--- config.mk ---
export PLATFORM = sky130hd
export DESIGN_NAME = icc_top
export DESIGN_NICKNAME = d
export VERILOG_FILES = /design/src/core/icc_pkg.sv /design/src/core/icc_top.sv
export SDC_FILE = /design/constraint.sdc
export NUM_CORES = 1
export LEC_CHECK = 0
export ABC_AREA = 0
export BUFFER_PORTS_ARGS = -buffer_cell sky130_fd_sc_hd__buf_2
export CORE_MARGIN = 2
export CORE_UTILIZATION = 40
export CTS_BUF_LIST = sky130_fd_sc_hd__clkbuf_4 sky130_fd_sc_hd__clkbuf_8
export CTS_CLUSTER_DIAMETER = 80
export DETAILED_ROUTE_END_ITERATION = 10
export PLACE_DENSITY_LB_ADDON = 0.12
export RECOVER_POWER = 100
export SYNTH_ARGS = -nofsm -noshare
export SYNTH_HDL_FRONTEND = slang
export SYNTH_SLANG_ARGS = --single-unit
--- constraint.sdc ---
create_clock -name mclk -period 2.15 [get_ports mclk]
set_input_delay 0.43 -clock mclk [delete_from_list [all_inputs] [get_ports mclk]]
set_output_delay 0.43 -clock mclk [all_outputs]
set_load 0.01 [all_outputs]
--- src/core/icc_pkg.sv ---
// Contract
// (RQ1) Factory restore reloads every channel together
// (RQ2) 0-20mA calibration also serves 4-20mA range
// (RQ3) Protection lifts only on exact unlock key
// (RQ4) Zero command: one-hot mask picks channel
// (RQ5) New coefficients take effect immediately
// (RQ6) Span command: one-hot mask picks channel
// (RQ7) Writing zero to unlock register relocks
// (RQ8) Host calibrates zero before span
// (RQ9) Host waits about ten seconds settling; the testbench waits only 8 clock cycles
// (RQ10) Calibration applies to selected port range
// (RQ11) Run indicator on after power-up
// (RQ12) Wink mode blinks run indicator continuously
// (RQ13) Toggle key inverts wink mode
// (RQ14) Status register reports wink mode
// (RQ15) Fatal error keeps run indicator off
// (RQ16) Range selection applies to whole port
// (RQ17) Locked writes leave coefficients unchanged
// (RQ18) Non-one-hot masks are ignored
package icc_pkg;
  localparam int unsigned NCH       = 12;
  localparam int unsigned NPORT     = 3;
  localparam int unsigned NRANGE    = 4;
  localparam logic [7:0]  REG_UNLOCK   = 8'h15;
  localparam logic [7:0]  REG_SPAN     = 8'h16;
  localparam logic [7:0]  REG_ZERO     = 8'h17;
  localparam logic [7:0]  REG_WINK     = 8'h18;
  localparam logic [7:0]  REG_STATUS   = 8'h19;
  localparam logic [7:0]  REG_RESTORE  = 8'h1a;
  localparam logic [7:0]  REG_RANGE0   = 8'h1b;
  localparam logic [15:0] UNLOCK_KEY   = 16'h5e2a;
  localparam logic [15:0] LOCK_VAL     = 16'h0000;
  localparam logic [15:0] WINK_KEY     = 16'h5555;
  localparam logic [15:0] RESTORE_KEY  = 16'h0001;
  localparam int unsigned STAT_WINK    = 0;
  localparam int unsigned STAT_UNLOCK  = 1;
  localparam logic [1:0]  RANGE_RESET  = 2'h0;
  localparam logic [1:0]  RANGE_0_20   = 2'h0;
  localparam logic [1:0]  RANGE_4_20   = 2'h1;
  localparam real         CLK_MHZ      = 25.0;
  localparam real         BLINK_MS     = 250.0;
  localparam int unsigned BLINK_CYC    = int'(BLINK_MS * CLK_MHZ * 1000.0);
  localparam int unsigned BLINK_W      = 23;

  typedef struct packed {
    logic        wr;
    logic        rd;
    logic [7:0]  addr;
    logic [15:0] wdata;
  } icc_req_t;

  typedef struct packed {
    logic [NCH-1:0] zero_cal;
    logic [NCH-1:0] span_cal;
    logic [1:0]     range;
  } icc_cal_t;

  typedef struct packed {
    logic                   unlocked;
    logic                   wink;
    logic [BLINK_W-1:0]     blink_cnt;
    logic                   blink;
    logic [NPORT-1:0][1:0]  range;
    logic [NCH-1:0]         zero_pulse;
    logic [NCH-1:0]         span_pulse;
    logic                   restore;
    logic [15:0]            rdata;
  } icc_state_t;
endpackage : icc_pkg

--- src/core/icc_top.sv ---
`timescale 1ns/1ps
`default_nettype none
module icc_top (
  input  wire logic                 mclk,          // 25 MHz clock
  input  wire logic                 nrst,          // Async reset, low
  input  wire icc_pkg::icc_req_t    req,           // Register access
  input  wire logic                 fatal_err,     // Fatal fault level
  output logic [15:0]               rdata,         // Read data
  output logic                      run_indicator, // Green run light
  output logic [icc_pkg::NCH-1:0]   zero_cal,      // Zero capture strobes
  output logic [icc_pkg::NCH-1:0]   span_cal,      // Span capture strobes
  output logic [icc_pkg::NPORT*2-1:0] cal_range,   // Range per port
  output logic                      restore_all    // Factory reload strobe
);
  import icc_pkg::*;

  icc_state_t st_ff;
  icc_state_t nxt_st;

  function automatic logic one_hot(input logic [15:0] m);
    logic [4:0] n;
    n = 5'h00;
    for (int i = 0; i < 16; i++)
      n = n + {4'h0, m[i]};
    return (n == 5'h01) && (m[15:NCH] == 4'h0);
  endfunction : one_hot

  always_comb
  begin
    nxt_st = st_ff;
    nxt_st.zero_pulse = '0;
    nxt_st.span_pulse = '0;
    nxt_st.restore = 1'b0;
    // Blink timebase only while winking
    if (st_ff.wink)
    begin
      if (st_ff.blink_cnt == BLINK_W'(BLINK_CYC - 1))
      begin
        nxt_st.blink_cnt = '0;
        nxt_st.blink = ~st_ff.blink; // RQ12
      end
      else
        nxt_st.blink_cnt = st_ff.blink_cnt + BLINK_W'(1);
    end
    else
    begin
      nxt_st.blink_cnt = '0;
      nxt_st.blink = 1'b0;
    end
    if (req.wr)
    begin
      unique case (req.addr)
        REG_UNLOCK:
        begin
          if (req.wdata == UNLOCK_KEY)
            nxt_st.unlocked = 1'b1; // RQ3
          else if (req.wdata == LOCK_VAL)
            nxt_st.unlocked = 1'b0; // RQ7
        end
        REG_ZERO:
          if (st_ff.unlocked && one_hot(req.wdata)) // RQ17 RQ18
            nxt_st.zero_pulse = req.wdata[NCH-1:0]; // RQ4 RQ5
        REG_SPAN:
          if (st_ff.unlocked && one_hot(req.wdata)) // RQ17 RQ18
            nxt_st.span_pulse = req.wdata[NCH-1:0]; // RQ6 RQ5
        REG_WINK:
          if (req.wdata == WINK_KEY)
            nxt_st.wink = ~st_ff.wink; // RQ13
        REG_RESTORE:
          if (st_ff.unlocked && req.wdata == RESTORE_KEY)
            nxt_st.restore = 1'b1; // RQ1
        default:
        begin
          for (int p = 0; p < NPORT; p++)
            if (req.addr == REG_RANGE0 + 8'(p))
              nxt_st.range[p] = req.wdata[1:0]; // RQ16
        end
      endcase
    end
    nxt_st.rdata = 16'h0000;
    if (req.rd)
    begin
      if (req.addr == REG_UNLOCK)
        nxt_st.rdata = st_ff.unlocked ? UNLOCK_KEY : LOCK_VAL;
      else if (req.addr == REG_STATUS)
      begin
        nxt_st.rdata[STAT_WINK] = st_ff.wink; // RQ14
        nxt_st.rdata[STAT_UNLOCK] = st_ff.unlocked;
      end
      else
        for (int p = 0; p < NPORT; p++)
          if (req.addr == REG_RANGE0 + 8'(p))
            nxt_st.rdata = {14'h0000, st_ff.range[p]};
    end
  end

  always_ff @(posedge mclk or negedge nrst)
  begin
    if (!nrst)
    begin
      st_ff <= '0;
      for (int p = 0; p < NPORT; p++)
        st_ff.range[p] <= RANGE_RESET;
    end
    else
      st_ff <= nxt_st;
  end

  // 4-20mA shares 0-20mA coefficients
  always_comb
  begin
    for (int p = 0; p < NPORT; p++)
      cal_range[2*p +: 2] = (st_ff.range[p] == RANGE_4_20) ? RANGE_0_20
                                                            : st_ff.range[p]; // RQ2 RQ10
  end

  assign zero_cal      = st_ff.zero_pulse;
  assign span_cal      = st_ff.span_pulse;
  assign restore_all   = st_ff.restore;
  assign rdata         = st_ff.rdata;
  assign run_indicator = !fatal_err && (st_ff.wink ? st_ff.blink : 1'b1); // RQ11 RQ15 RQ12
endmodule : icc_top
`default_nettype wire

==> out/metrics.yaml <==
p_comb_share_pct: 19.1
min_path_cells: 2
min_from: "req[24]"
slew_violations: 0
fill_cells: 856
ir_worst_vdd_v: 0.000427
ys_top_cells_by_area: "dfrtp_1, buf_4, fa_1"
synth_top_area_share_pct: 42.8
hp-class: "in2reg"
setup_viol: 24
grtUsageTotal_pct: 16.9
area_delta_synth_final_pct: 16.0
synth_xor_area_share_pct: 3.74
async_flop_share_pct: 100
clock-sinks: 60
dieArea_um2: 9550
detail-route-antenna-nets: 0
synth_top_family_by_area: "simple AND/OR/NAND/NOR gates"
synth_compound_area_share_pct: 4.45
core_um2: 8640
period_minus_slack_ns: 4.11
r2r_slack_ns: 0.06
die_h_um: 97.7
muxShareOfSynthArea_pct: 3.03
final_nets: 464
crit_path_end_kind: "register"
num_vias: 2561
synth_simple_gate_area_share_pct: 23.8
arrival_ns: 4.38
synth_flop_cell: "dfrtp_1"
crit_type: "in2reg"
timing.rr.start: "st_ff[53]"
cp-startpoint: "req[11]"
die-width_um: 97.7
initial_core_util_pct: 40.7
rsz0062_at_grt: "yes"
design_area_um2: 4070
drive_gt1_share_pct: 21.4
synth-adder-area-share_pct: 8.91
io_buffers: 69
yosysSeqAreaShare_pct: 42.8
clockPowerShare_pct: 37.7
yosys.area.top_type: "dfrtp_1"
grt_pass1_wl_um: 12600
totalWireLength_um: 7490
reg2regPathDepth: 4
via_per_inst: 4.84
place_area_um2: 3930
avgSynthCellArea_um2: 10.1
required_ns: 2.42
worst_slew_pin_slew_ns: 1.45
final_cell_mix: "dfrtp_1, clkbuf_1, inv_1, and3_1"
synth_area_um2: 3510
intPower_mw: 1.92
gr-total-overflow: 0
synth-seq-cells: 60
wl_per_cell_um: 14.2
holdPathEnd: "rdata[1]"
first_pass_iters: 6
root_buffer: "clkbuf_8"
cts_tree: "done"
synth.distinct_cells: 49
diodes: 0
drc: 0
hold_viol_final: 0
postSynthCellCount: 349
skew_ns: 0.0127
drt_iter0_drc: 126
dp_slack_ns: -2.44
maxCapViolCount: 0
failed_checks: "negative setup slack"
rows: 34
synth_edf_count: 0
worstPathMaxFanout: 6
pin_count: 77
critPathLaunchType: "primary input"
cts_buffers: 9
antenna_found_initial: 0
instances_no_fill: 529
clock.fmax_ghz: 0.243
grt_pass1_vias: 2507
place_congestion: 0.832
p_per_area_nw_per_um2: 647
power_frac_seq_pct: 43.2
p_switching_uw: 717
dp_cells: 510
final_common_cell: "dfrtp_1"
clk_latency_ns: 0.34
p_total_mw: 2.63
finalWorstSetupSlack_ns: -1.96
outcome: "finished with violations"
cts_buffer_depth: 2
fin_crit_sh_pct: 191
dp_hpwl_um: 5690
rr_endpoint: "st_ff[68]"
ys_warn_count: 0
swShare_pct: 27.2
grt_max_degree: 61
slew_headroom_pct: 3.12
htreeDepth: 3
clk_pin_slew_worst_paths_ns: 0.07
p_leak_nw: 1.96
postCtsHoldBufs: 0
[flip-flops by register name, summed over array words and instances, names as in the netlist]
signal	count
rdata	3
restore_all	1
span_cal	12
st_ff	32
zero_cal	12
[worst max-delay path, stage by stage]
cell and delay, ns:
buf_8 0.10, fa_1 0.52, inv_1 0.05, fa_1 0.48, inv_1 0.05, fa_1 0.47, inv_1 0.05, fa_1 0.47
inv_1 0.04, ha_2 0.17, fa_1 0.42, or4b_4 0.50, nor4_4 0.25, buf_4 0.20, and3_4 0.17
[per-stage QoR]
stage               hold WS [ns]  TNS [ns]  util [%]
finish                     0.367    -46.43      47.2
global route               0.348    -50.25      47.2
CTS                       0.0936    -46.91      48.3
detailed placement         0.465    -58.37      45.5
global placement           0.467    -56.76      45.5
floorplan                  0.134    -52.58         -
[cell usage after synthesis, types with 2 or more instances]
library cell / n
dfrtp_1: 60
buf_4: 40
inv_1: 32
and3_1: 30
nor2_1: 27
clkbuf_1: 12
xnor2_1: 12
fa_1: 10
nand4_1: 10
ha_1: 9
nand2_1: 9
nand3_1: 9
a21oi_1: 7
nor3_1: 7
and2_1: 6
and4_1: 5
mux2_2: 5
mux2i_1: 5
nor2b_1: 5
nor4_1: 5
nand2b_1: 3
nor3b_1: 3
nor4_2: 3
o21ai_0: 3
or4_1: 3
xor2_1: 3
nand4b_1: 2
nor4b_1: 2
or4b_2: 2
[layout make-up]
type,instances,area (um2),share of cell area [%]
clock buffers,10,131,3.23
flip-flops and latches,60,1500,36.9
repair buffers,102,544,13.4
inverters,32,128,3.13
multi-input cells,211,1570,38.5
well taps,108,135,3.32
clock inverters,6,63.8,1.57
[layer usage]
metal	wire [um]	share of wire, %	track usage, %	vias up
met5	0	0	0	-
met4	96	1.3	5.88	0
met3	271	3.6	4.32	10
met2	3910	52	27.7	50
met1	3210	43	21.8	1223
li1	-	-	-	1278
[power groups by stage]
stage / clock, mW / sequential, mW / combinational [mW]
after global routing: 1.08 / 1.14 / 0.579
after floorplan: 0 / 1.16 / 0.323
after global placement: 0 / 1.16 / 0.499
final: 0.994 / 1.14 / 0.503
after CTS: 1.03 / 1.14 / 0.523
after detailed placement: 0 / 1.16 / 0.518
[worst max path at each step]
stage / slack [ns] / end
after global placement: -2.37 / zero_cal[7]
final: -1.96 / span_cal[0]
after global routing: -2.11 / span_cal[0]
after CTS: -1.98 / span_cal[0]
after detailed placement: -2.44 / span_cal[1]
after floorplan: -2.22 / span_cal[10]
[cells by family after synthesis]
group / Yosys count
simple gates: 137
buf+inv: 84
flops: 60
compound gates: 23
fa+ha+maj: 19
xor+xnor: 15
mux: 10
other cells: 1
[repair_timing]
action | 4_1_cts | 5_1_grt
buffers inserted | 1 | 0
gates cloned | 2 | 0
pin swaps | 13 | 0
resized for setup | 9 | 1
endpoints found under the setup margin | 24 | 24
Note: power is estimated with default switching activity, not from simulation.
